===== config.mk =====
export PLATFORM = sky130hd
export DESIGN_NAME = efe_fault_bank
export DESIGN_NICKNAME = d
export VERILOG_FILES = /design/src/efe_pkg.sv /design/src/efe_crc16.sv /design/src/efe_fault_bank.sv
export VERILOG_INCLUDE_DIRS = /design/src /design/src/src
export SDC_FILE = /design/constraint.sdc
export NUM_CORES = 1
export LEC_CHECK = 0
export ABC_AREA = 1
export BUFFER_PORTS_ARGS = -buffer_cell sky130_fd_sc_hd__buf_2
export CAP_MARGIN = 10
export CORE_UTILIZATION = 55
export DETAILED_ROUTE_END_ITERATION = 6
export PLACE_DENSITY = 0.81
export SLEW_MARGIN = 20
export SYNTH_ARGS = -nofsm -noshare
export SYNTH_HDL_FRONTEND = slang
export SYNTH_SLANG_ARGS = --single-unit

===== constraint.sdc =====
create_clock -name clk -period 4.4 [get_ports clk]
set_input_delay 1.1 -clock clk [delete_from_list [all_inputs] [get_ports clk]]
set_output_delay 1.1 -clock clk [all_outputs]
set_load 0.01 [all_outputs]

===== src/efe_regs.svh =====
`ifndef EFE_REGS_SVH
`define EFE_REGS_SVH
// register indices on the serial register port
`define EFE_ENABLE_ADDR       8'h07
`define EFE_FLAGS_ADDR        8'h06
`define EFE_ENABLE_RESET      16'h0040
`define EFE_ENABLE_WMASK      16'h1fff
// flag bit positions (enable bits share the same positions)
`define EFE_BIT_ROM_FAULT     0
`define EFE_BIT_REGMAP_FAULT  1
`define EFE_BIT_IGNORE_FAULT  6
`define EFE_BIT_NEG_RANGE     10
`define EFE_BIT_POS_RANGE     11
`define EFE_BIT_TALLY_ON      12
// periodic register-map check interval
`define EFE_CHECK_PERIOD_US   100
`define EFE_CLK_MHZ           25
`define EFE_CHECK_CYCLES      (`EFE_CHECK_PERIOD_US * `EFE_CLK_MHZ)
`define EFE_ROM_WORDS         8'd16
`endif


===== src/efe_pkg.sv =====
package efe_pkg;
  typedef enum logic [3:0] {
    EFE_ROM_LOAD  = 4'b0001,
    EFE_ROM_CHECK = 4'b0010,
    EFE_IDLE      = 4'b0100,
    EFE_SCAN      = 4'b1000
  } efe_state_type;
endpackage : efe_pkg


===== src/efe_crc16.sv =====
`timescale 1ns/1ps
// one step of a crc-16-ccitt over a 16-bit word; clear restarts the code
module efe_crc16 (
  input  wire logic        clk,
  input  wire logic        rst_n,
  input  wire logic        clear,
  input  wire logic        step,
  input  wire logic [15:0] word,
  output logic      [15:0] crc
);
  function automatic logic [15:0] efe_crc_word(input logic [15:0] c, input logic [15:0] d);
    logic [15:0] r;
    r = c;
    for (int i = 15; i >= 0; i--) begin
      r = (r[15] ^ d[i]) ? ((r << 1) ^ 16'h1021) : (r << 1);
    end
    return r;
  endfunction : efe_crc_word

  logic [15:0] crc_ff;
  wire  [15:0] nxt_crc = clear ? 16'hffff : (step ? efe_crc_word(crc_ff, word) : crc_ff);
  assign crc = crc_ff;

  always_ff @(posedge clk or negedge rst_n) begin
    if (!rst_n) crc_ff <= 16'hffff;
    else        crc_ff <= nxt_crc;
  end
endmodule : efe_crc16


===== src/efe_fault_bank.sv =====
`timescale 1ns/1ps
`include "efe_regs.svh"
// What this block does
// - while map check enabled, a check code over config registers is recomputed periodically.
// - flag bit 1 set when the map code changes without a host write.
// - at power-up a check code is computed over ROM words while loading.
// - flag bit 0 set when the ROM code differs from the expected code.
// - flags reset to zero and stay set until the host writes one.
// - every flag except bit 0 is raised only while its enable bit is one; the rom flag is always armed.
// - enable register at 0x07, resets to 0x0040, bits 15..13 read zero.
// - enable bit 12 runs the master-clock tally counter; clearing stops it.
// - enable bit 11 gates positive input range faults; resets disabled.
// - enable bit 10 gates negative input range faults; resets disabled.
// - ignored-access enable resets to one; writes during load or calibration count.
module efe_fault_bank #(
  parameter int unsigned CHECK_CYCLES = `EFE_CHECK_CYCLES,
  parameter logic [15:0] ROM_EXPECTED = 16'h1d0f
) (
  input  wire logic        clk,
  input  wire logic        rst_n,
  input  wire logic        reg_wr,
  input  wire logic        reg_rd,
  input  wire logic [7:0]  reg_addr,
  input  wire logic [15:0] reg_wdata,
  output logic      [15:0] reg_rdata,
  output logic      [7:0]  rom_addr,
  input  wire logic [15:0] rom_data,
  input  wire logic [15:0] map_word,
  output logic      [7:0]  map_index,
  input  wire logic [7:0]  map_words,
  input  wire logic        calibrating,
  input  wire logic [15:0] fault_events,
  input  wire logic        pos_input_range_event,
  input  wire logic        neg_input_range_event,
  output logic      [15:0] fault_flags,
  output logic      [15:0] fault_enable,
  output logic             master_clock_tally_on,
  output logic             loading
);
  logic [1:0]  rst_sync_ff;
  wire         rst_int_n = rst_sync_ff[1];

  always_ff @(posedge clk or negedge rst_n) begin
    if (!rst_n) rst_sync_ff <= 2'b00;
    else        rst_sync_ff <= {rst_sync_ff[0], 1'b1};
  end

  efe_pkg::efe_state_type state_ff;
  efe_pkg::efe_state_type nxt_state;
  logic [15:0] enable_ff;
  logic [15:0] flags_ff;
  logic [15:0] rdata_ff;
  logic [7:0]  idx_ff;
  logic [31:0] timer_ff;
  logic [15:0] map_ref_ff;
  logic        map_ref_ok_ff;
  logic        map_dirty_ff;

  wire hit_en    = (reg_addr == `EFE_ENABLE_ADDR);
  wire hit_flags = (reg_addr == `EFE_FLAGS_ADDR);
  wire wr_en     = reg_wr && hit_en;
  wire wr_flags  = reg_wr && hit_flags;
  wire in_load   = (state_ff == efe_pkg::EFE_ROM_LOAD) || (state_ff == efe_pkg::EFE_ROM_CHECK);
  wire map_on    = enable_ff[`EFE_BIT_REGMAP_FAULT];
  wire timer_hit = (timer_ff >= CHECK_CYCLES - 1);

  // crc engine shared by the rom check and the periodic map check
  wire         crc_clear = (state_ff == efe_pkg::EFE_IDLE) && timer_hit && map_on;
  wire         crc_step  = (state_ff == efe_pkg::EFE_ROM_LOAD) || (state_ff == efe_pkg::EFE_SCAN);
  wire  [15:0] crc_word  = (state_ff == efe_pkg::EFE_ROM_LOAD) ? rom_data : map_word;
  wire  [15:0] crc_val;

  efe_crc16 u_crc (
    .clk   (clk),
    .rst_n (rst_int_n),
    .clear (crc_clear),
    .step  (crc_step),
    .word  (crc_word),
    .crc   (crc_val)
  );

  wire last_rom  = (idx_ff == `EFE_ROM_WORDS - 8'd1);
  wire last_map  = (idx_ff >= map_words - 8'd1);
  wire scan_done = (state_ff == efe_pkg::EFE_SCAN) && last_map;

  always_comb begin
    nxt_state = state_ff;
    unique case (state_ff)
      efe_pkg::EFE_ROM_LOAD:  if (last_rom) nxt_state = efe_pkg::EFE_ROM_CHECK;
      efe_pkg::EFE_ROM_CHECK: nxt_state = efe_pkg::EFE_IDLE;
      efe_pkg::EFE_IDLE:      if (crc_clear) nxt_state = efe_pkg::EFE_SCAN;
      efe_pkg::EFE_SCAN:      if (last_map) nxt_state = efe_pkg::EFE_IDLE;
    endcase
  end

  wire [7:0] nxt_idx = (crc_step && !(state_ff == efe_pkg::EFE_ROM_LOAD && last_rom)
                        && !scan_done) ? idx_ff + 8'd1 : 8'd0;

  // raw events; a host write anywhere during a scan poisons that pass
  logic scan_pending_cmp;
  logic cmp_ff;
  assign scan_pending_cmp = cmp_ff && (crc_val != map_ref_ff);
  wire map_changed  = (state_ff == efe_pkg::EFE_IDLE) && map_ref_ok_ff && !map_dirty_ff
                      && scan_pending_cmp;
  wire rom_bad = (state_ff == efe_pkg::EFE_ROM_CHECK) && (crc_val != ROM_EXPECTED);
  wire ignored = reg_wr && (in_load || calibrating);

  logic [15:0] raw_ev;
  always_comb begin
    raw_ev = fault_events;
    raw_ev[`EFE_BIT_ROM_FAULT]    = rom_bad;
    raw_ev[`EFE_BIT_REGMAP_FAULT] = map_changed;
    raw_ev[`EFE_BIT_IGNORE_FAULT] = fault_events[`EFE_BIT_IGNORE_FAULT] | ignored;
    raw_ev[`EFE_BIT_POS_RANGE]    = pos_input_range_event;
    raw_ev[`EFE_BIT_NEG_RANGE]    = neg_input_range_event;
    raw_ev[15:12]                 = 4'h0;
  end

  // the rom check runs before software can touch the enables, so its bit 0 is forced on in the gate
  wire [15:0] gate    = enable_ff | (16'h0001 << `EFE_BIT_ROM_FAULT);
  wire [15:0] set_ev  = raw_ev & gate & `EFE_ENABLE_WMASK;
  wire [15:0] clr_ev  = (wr_flags && !in_load) ? reg_wdata : 16'h0000;
  wire [15:0] nxt_flags = (flags_ff & ~clr_ev) | set_ev;

  wire [15:0] nxt_enable = (wr_en && !in_load && !calibrating)
                           ? (reg_wdata & `EFE_ENABLE_WMASK) : enable_ff;

  wire [15:0] nxt_rdata = hit_en ? enable_ff : (hit_flags ? flags_ff : 16'h0000);

  always_ff @(posedge clk or negedge rst_int_n) begin
    if (!rst_int_n) begin
      state_ff      <= efe_pkg::EFE_ROM_LOAD;
      enable_ff     <= `EFE_ENABLE_RESET;
      flags_ff      <= 16'h0000;
      rdata_ff      <= 16'h0000;
      idx_ff        <= 8'h00;
      timer_ff      <= 32'h0;
      map_ref_ff    <= 16'h0000;
      map_ref_ok_ff <= 1'b0;
      map_dirty_ff  <= 1'b0;
      cmp_ff        <= 1'b0;
    end else begin
      state_ff  <= nxt_state;
      enable_ff <= nxt_enable;
      flags_ff  <= nxt_flags;
      rdata_ff  <= reg_rd ? nxt_rdata : rdata_ff;
      idx_ff    <= nxt_idx;
      timer_ff  <= (!map_on || timer_hit) ? 32'h0 : timer_ff + 32'h1;
      cmp_ff    <= scan_done;
      if (cmp_ff) begin
        map_ref_ff    <= crc_val;
        map_ref_ok_ff <= 1'b1;
      end else if (!map_on) begin
        map_ref_ok_ff <= 1'b0;
      end
      // a host write makes the next code legitimately differ
      if (reg_wr && !in_load) map_dirty_ff <= 1'b1;
      else if (cmp_ff)        map_dirty_ff <= 1'b0;
    end
  end

  assign reg_rdata             = rdata_ff;
  assign fault_flags           = flags_ff;
  assign fault_enable          = enable_ff;
  assign master_clock_tally_on = enable_ff[`EFE_BIT_TALLY_ON];
  assign loading               = in_load;
  assign rom_addr              = idx_ff;
  assign map_index             = idx_ff;
endmodule : efe_fault_bank


### Word level (Yosys, flattened, before mapping)

Cells that the tools add are included.

* flip-flop bits (word level): 126
* bits of input ports: 87

* add/subtract/negate cells: 3
* order comparisons: 2
* eq/ne operators: 13
* multiplexer cells: 32
* bitwise gates (word level): 37
* reductions and logical operators: 31

Operator list (number)
* 13-bit two-way mux: 16
* 16-bit two-way mux: 6
* 3-bit inverter: 16
* 32-bit by 1-bit adder with 32-bit output, second input constant: 1
* 32-bit by 12-bit greater-or-equal comparator with 1-bit output, second input constant: 1
* 32-bit two-way mux: 1
* 1-bit logical AND: 18
* 16-bit bitwise AND: 1
* 8-bit by 3-bit == test with 1-bit output, second input constant: 2
* 16-bit by 13-bit inequality test with 1-bit output, second input constant: 1
* 16-bit inequality test: 1
* 16-bit inverter: 1
* 16-bit by 13-bit bitwise OR with 16-bit output: 1
* 4-bit case mux with 4 select lines: 1
* 1-bit bitwise XOR: 16
* 12-bit by 13-bit bitwise AND with 13-bit output: 1
* 4-bit two-way mux: 3
* 8-bit by 1-bit adder with 8-bit output, second input constant: 1
* 8-bit by 4-bit == test with 1-bit output, second input constant: 1
* 8-bit greater-or-equal comparator: 1
* 8-bit two-way mux: 1
* 8-bit by 1-bit subtractor with 8-bit output, second input constant: 1
* 1-bit zero test: 6
* 4-bit by 1-bit == test with 1-bit output, second input constant: 1
* other kinds (10): 19

### Longest topological paths before layout

Gate-level depths: netlist (run 1).

* depth after elaboration: 36
* gate-level depth with buffers: 18

### Modules after synthesis

Synthesis (run 1) repeated with hierarchy kept, for this count alone.

* cells, all modules: 819
* area, all modules: 6830.3 um^2

Modules (own cells, without submodules)
* efe_fault_bank: instances 1, cells an instance 611, area an instance 5382.7 um^2, sequential area each 2755.1 um^2
* efe_crc16: instances 1, cells an instance 208, area an instance 1447.6 um^2, sequential area each 420.4 um^2

### Worst setup path after synthesis (run 1)

OpenSTA, ideal clock, no wires.

* path type: input to register
* start point: input port map_words[0]
* end point: register state_ff[2]
* setup time: 119 ps
* arrival: 3081 ps
* required time: 4281 ps
* slack: 1200 ps
* stages on the path: 16
* path through: inv_1 -> ha_1 -> nand2_1 -> nor3_1 -> xor2_1 -> inv_1 -> ha_1 -> nand2_1 -> nor2_1 -> nand4_1 -> o2111ai_1 -> nor2_1 -> nor2_1 -> o21ai_0 -> nor2_1 -> nor2_1

* word-level cells in the longest chain between the ends: 4

Ends and longest elaborated chain
* from (decl): RTL line efe_fault_bank.sv:30 `input wire logic [7:0] map_words,`
* 8-bit by 1-bit subtractor with 8-bit output: RTL line efe_fault_bank.sv:83 `wire last_map = (idx_ff >= map_words - 8'd1);`
* 8-bit greater-or-equal comparator: RTL line efe_fault_bank.sv:83
* 2-bit inequality test (no line)
* 3-bit AND reduction (no line)
* to (signal assigned): RTL line efe_fault_bank.sv:132 `state_ff <= efe_pkg::EFE_ROM_LOAD;`
* to (signal assigned): RTL line efe_fault_bank.sv:143 `state_ff <= nxt_state;`
* to (decl): RTL line efe_fault_bank.sv:48 `efe_pkg::efe_state_type state_ff;`

No other way between the ends.
A chain may end at the register's enable or synchronous reset.

### Worst setup path in the final report (run 1)

* start point: input port map_words[0]
* end point: register state_ff[1]

The elaborated chain is that of the path after synthesis.

==> results.txt, run 1 <==
P per Cell Area: 509 nW/µm²
Synthesized area per cell: 8.01 µm²
Worst-path clk slew: 0.05 ns
CP arrival: 3.64 ns
Ratio of cells with drive above 1 in the final layout: 0.208
Initial DRC Count: 396
CP required: 4.75 ns
CTS resizes: 0
Via Count: 6,020
Hold Crit Class: reg2reg
IO buf count: 141
First-pass GRT wire length: 26,500 µm
Most common library cells after synthesis: nand2_1, inv_1, dfrtp_1
Area Overhead vs Synth: 20.9%
Die height: 113 µm
Area occupied by multi-input gates: 3010 µm²
Register Area: 3180 µm²
Beginning of the worst hold path: rst_sync_ff[0]$_DFF_PN0_
Worst slew pin tran: 0.955 ns
DRC errors left: 0
Cts bufs inserted: 17
Top cells by area, synth: dfrtp_1, nand2_1, inv_1
WS Path Type: in2reg
Wirelength per Cell: 13.7 µm
Post-CTS setup buffers: 0
CP Capture Type: flop
HPWL Detailed: 11,300 µm
Root buffer cell: clkbuf_16
Setup crit start kind: primary input
YS warnings: 0
# nets final: 1,103
Syn Inst Count: 847
Worst r2r dst: u_crc.crc[15]$_DFFE_PN1P_
Slew headroom: 0.364
CTS tree: yes
Die area: 12,800 µm²
Worst r2r src: state_ff[0]$_DFFE_PN1P_
Clk_lat worst skew: 0.41 ns
Fillers: 980
DRT antenna net count: 0
Seq/Total Area, Yosys: 0.468
Setup TNS: 0 ns
DR pass1 iterations: 5
H-tree levels: 4
Crit path time final: 3.29 ns
Antenna cells: 0
Initial Util: 0.565
Worst Reg-to-Reg Cells: 17
Dpl cells: 1,133
Primary FF master, synth: dfrtp_1
Die W: 113 µm
Largest net degree at the start of global routing: 78
Synthesized cell area: 6790 µm²
Global placer's final weighted congestion: 0.876
Post-synth EDFFs: 0
Post-Route WL: 15,900 µm
Most common cell in the synthesized netlist: nand2_1
Vias/cell: 5.17
Final non-filler cell total: 1,165
Cell depth of the worst min-delay path: 0
Std cell rows: 40
Core Box Area: 12,000 µm²
Final hold violations: 0
Reg2reg setup slack: 1.70 ns
Largest area contributor in the netlist: dfrtp_1
FFs w/ async S/R, synth: 1.00
Slew Limit Fails: 0
RSZ-0062 raised after global routing: false
# clock sinks: 126
Unique cell type count in the Yosys netlist: 41
Synth top area share: 0.398
Initial antenna violation count: 1
Max clock buf depth: 2
IO Pins: 153
Status: completed
Max VDD drop: 338 µV
Yosys reg bits: 126
MaxCap Viol Count: 0
FMAX: 304 MHz
Period utilisation layout: 0.749
Final Setup Violations: 0
Vias in the first global route: 5,595
Cts hold-fix bufs: 0
Static Leak: 4.43 nW
GR Util All Layers: 0.266
Hold Path Sink: rst_sync_ff[1]$_DFF_PN0_
Final Skew: 0.00924 ns
GR Overflow Total: 0
CP Max Fanout: 8
[logic make-up (layout without fill, tap and decap cells)]
family	after synthesis	in the layout	synth area share
and+or+nand+nor	383	383	0.245
buffers and inverters	168	317	0.101
DFF	126	126	0.468
AOI/OAI and AO/OA	112	112	0.103
xor gates and xnor gates	45	45	0.0614
adders and majority gates	11	11	0.0203
other	2	24	0.00111
[registers in the layout (all words and copies together) (netlist names)]
register,cells
cmp_ff,1
fault_enable,13
fault_flags,16
map_dirty_ff,1
map_index,8
map_ref_ff,16
map_ref_ok_ff,1
reg_rdata,16
rst_sync_ff,2
state_ff,4
timer_ff,32
u_crc.crc,16
[through the flow]
stage                     power [mW]  cell area [µm²]  hold WS, ns  setup WS, ns   util
final                           4.17             8200        0.350          1.11  0.683
after global routing            4.44             8200        0.354         0.764  0.683
after CTS                       4.17             8200        0.353          1.10  0.683
after detailed placement        2.80             7640        0.340         0.682  0.636
after global placement          2.77             7640        0.335         0.733  0.636
after floorplan                 2.45             6870        0.331         0.661      -
[layer usage]
| layer | wire (µm) | up-vias | GRT usage | part of all wire |
|---|---|---|---|---|
| li1 | - | 2997 | - | - |
| met1 | 6500 | 2799 | 0.331 | 0.41 |
| met2 | 8120 | 190 | 0.451 | 0.51 |
| met3 | 959 | 32 | 0.0616 | 0.060 |
| met4 | 347 | 2 | 0.103 | 0.022 |
| met5 | 13 | - | 0 | 0.00082 |
[cell type report]
type	instances	area share
flip-flops and latches	126	0.388
multi-input cells	575	0.367
repair buffers	146	0.0906
inverters	139	0.0636
clock buffers	22	0.0554
well taps	147	0.0224
clock inverters	10	0.0139
[worst max-delay path, cell delays in order]
cell and delay [ns]:
buf_2 0.09, inv_1 0.10, ha_1 0.22, nand2_1 0.10
nor3_1 0.19, xor2_1 0.16, inv_1 0.05, ha_1 0.26
nand2_1 0.06, nor2_1 0.12, nand4_1 0.09, o2111ai_1 0.17
nor2_1 0.07, nor2_1 0.42, o21ai_0 0.18, nor2_1 0.15
nand2_1 0.06, inv_1 0.05
[power breakdown]
part | switching (mW) | internal [mW]
clock | 0.494 | 0.847
sequential | 0.180 | 1.37
combinational | 0.827 | 0.456
total | 1.50 | 2.67
[worst max path at each step]
stage                             startpoint                      end  cells past startpoint
finish                          map_words[0]  state_ff[1]$_DFFE_PN0P_                     18
global route                    map_words[0]  state_ff[1]$_DFFE_PN0P_                     18
CTS                             map_words[0]  state_ff[1]$_DFFE_PN0P_                     18
detailed placement              map_words[0]  state_ff[1]$_DFFE_PN0P_                     18
global placement                map_words[0]  state_ff[1]$_DFFE_PN0P_                     18
floorplan           rst_sync_ff[1]$_DFF_PN0_         cmp_ff$_DFF_PN0_                      0
[placed cells by master (no fill, tap or decap), drive strengths merged]
master / synthesis / layout
nand2: 214 / 214
buf: 14 / 146
inv: 139 / 140
dfrtp: 108 / 108
nand3: 74 / 74
o21ai: 58 / 58
nor2: 50 / 50
xor2: 35 / 35
conb: 2 / 24
clkbuf: 15 / 22
dfstp: 18 / 18
a21oi: 15 / 15
nand4: 15 / 15
o221ai: 13 / 13
o21a: 13 / 13
ha: 11 / 11
xnor2: 10 / 10
nor3: 10 / 10
nor4: 8 / 8
clkinv: 0 / 6
or2: 5 / 5
o31ai: 3 / 3
nand3b: 3 / 3
o211ai: 3 / 3
a31oi: 2 / 2
o41ai: 2 / 2
nor3b: 2 / 2
bufinv: 0 / 2
nand2b: 1 / 1
and3: 1 / 1
a311oi: 1 / 1
o2111ai: 1 / 1
o21bai: 1 / 1
clkinvlp: 0 / 1
Power figures use the tool's default switching activity.
==> run 2, diff against run 1 <==
- CORE_UTILIZATION: 55 -> 49
- PLACE_DENSITY: 0.81 -> 0.76
- clock period: 4.4 -> 2.7 ns (I/O delays scaled with it)
==> run 2 against run 1 <==
Sequential cell count unchanged. Die area increased by 12%. Critical endpoint is now loading. Cell area increased by 2.9%.
==> results.txt, run 2 (synthesized netlist as in run 1, its figures left out) <==
Period utilisation layout: 0.941
Crit path time final: 2.54 ns
DRT antenna net count: 0
Std cell rows: 42
RSZ-0062 raised after global routing: true
Critical path capture point: loading
IO Pins: 153
DRC errors left: 0
Max FFs per register: 32
FMAX: 394 MHz
Largest net degree at the start of global routing: 76
Slew headroom: 0.573
Cts bufs inserted: 17
Reg2reg setup slack: 0.30 ns
Final core occ: 0.632
Most common cell after layout, fill and taps aside: nand2_1
Post-Route WL: 16,200 µm
Met3 Usage GRT: 0.0471
# nets final: 1,122
Dpl cells: 1,179
Worst slew pin tran: 0.640 ns
Via Count: 6,118
CTS tree: yes
GR Util All Layers: 0.240
P per Cell Area: 819 nW/µm²
Die W: 120 µm
Hold Crit Class: in2async
Worst Reg-to-Reg Cells: 18
Initial DRC Count: 380
Die area: 14,300 µm²
CP Capture Type: primary output
First-pass GRT wire length: 26,700 µm
Crit. Startpoint: state_ff[3]$_DFFE_PN0P_
MaxCap Viol Count: 0
Die height: 120 µm
Static Leak: 4.54 nW
M1 GR Usage: 0.302
CP arrival: 1.86 ns
Final Skew: 0.00704 ns
Setup TNS: 0 ns
Final Setup Violations: 0
H-tree levels: 4
Ratio of cells with drive above 1 in the final layout: 0.227
DR pass1 iterations: 4
Worst r2r dst: u_crc.crc[15]$_DFFE_PN1P_
Antenna cells: 0
Wirelength per Cell: 13.3 µm
Initial antenna violation count: 0
HPWL Detailed: 11,700 µm
CP required: 2.03 ns
Most frequent cells in the layout: nand2_1, buf_2, inv_1, dfrtp_1, nand3_1
Worst-path clk slew: 0.05 ns
Root buffer cell: clkbuf_16
# clock sinks: 126
Initial Util: 0.508
Setup crit start kind: flop
GRT Max-Usage Layer: met2
Final non-filler cell total: 1,212
Max VDD drop: 482 µV
Slew Limit Fails: 0
Vias/cell: 5.05
Final hold violations: 0
Worst r2r src: state_ff[0]$_DFFE_PN1P_
Status: completed
Vias in the first global route: 5,748
Largest Register: timer_ff
Global placer's final weighted congestion: 0.943
Clk_lat worst skew: 0.42 ns
IO buf count: 141
Max clock buf depth: 2
GR Overflow Total: 0
CP Max Fanout: 28
WS Path Type: reg2out
Area Overhead vs Synth: 24.4%
Core Box Area: 13,300 µm²
GR Util met2: 0.393
Total Power: 6.91 mW
==> run 2: changes by cell type in the layout (fill, tap and decap cells not counted), sizes merged <==
cell    delta
clkinv     -1
buf       +19
==> run 2: layout make-up <==
class	instances	area, µm²
repair buffers	165	898
clock buffers	22	484
inverters	139	522
flip-flops and latches	126	3180
clock inverters	9	109
well taps	176	220
fillers	1140	4910
multi-input cells	575	3030
==> run 2: worst min-delay path by stage <==
| stage | startpoint | to | slack [ns] | cells past startpoint |
|---|---|---|---|---|
| final | rst_n | rst_sync_ff[1]$_DFF_PN0_ | 0.03 | 1 |
| after global routing | rst_n | rst_sync_ff[1]$_DFF_PN0_ | 0.02 | 1 |
| after CTS | rst_n | rst_sync_ff[1]$_DFF_PN0_ | 0.02 | 1 |
| after detailed placement | rst_sync_ff[1]$_DFF_PN0_ | fault_enable[2]$_DFFE_PN0P_ | 0.29 | 0 |
| after global placement | rst_sync_ff[1]$_DFF_PN0_ | fault_flags[2]$_DFF_PN0_ | 0.29 | 0 |
| after floorplan | rst_sync_ff[0]$_DFF_PN0_ | rst_sync_ff[1]$_DFF_PN0_ | 0.33 | 0 |
==> run 2: where the power goes <==
part,internal (mW),switching [mW]
combinational,0.782,1.34
sequential,2.23,0.270
clock,1.45,0.834
==> run 2: timing repair <==
item	CTS	global route
setup endpoints to repair	0	5
resized for setup	0	2
hold buffers	0	0
setup buffers	0	2
==> run 2: metrics by stage <==
step           instance area [µm²]  hold WS [ns]  setup WS, ns
3_5_place_dp                  7820         0.289        -0.181
5_1_grt                       8440        0.0200       -0.0403
6_report                      8440        0.0277         0.160
4_1_cts                       8410        0.0193         0.100
3_3_place_gp                  7820         0.289        -0.107
2_1_floorplan                 6870         0.331        0.0232
==> run 2: metal layers <==
metal | wire length, µm | up-vias
met2 | 7750 | 176
li1 | - | 3033
met3 | 784 | 46
met4 | 591 | 0
met5 | 0 | -
met1 | 7050 | 2863
==> run 2: critical path, stage by stage, from the launching register on <==
cell,delay [ns]
dfrtp_1,0.40
nor2_4,0.29
nand2_8,0.17
inv_2,0.09
buf_4,0.18
nor2_1,0.07
inv_2,0.08
buf_2,0.14
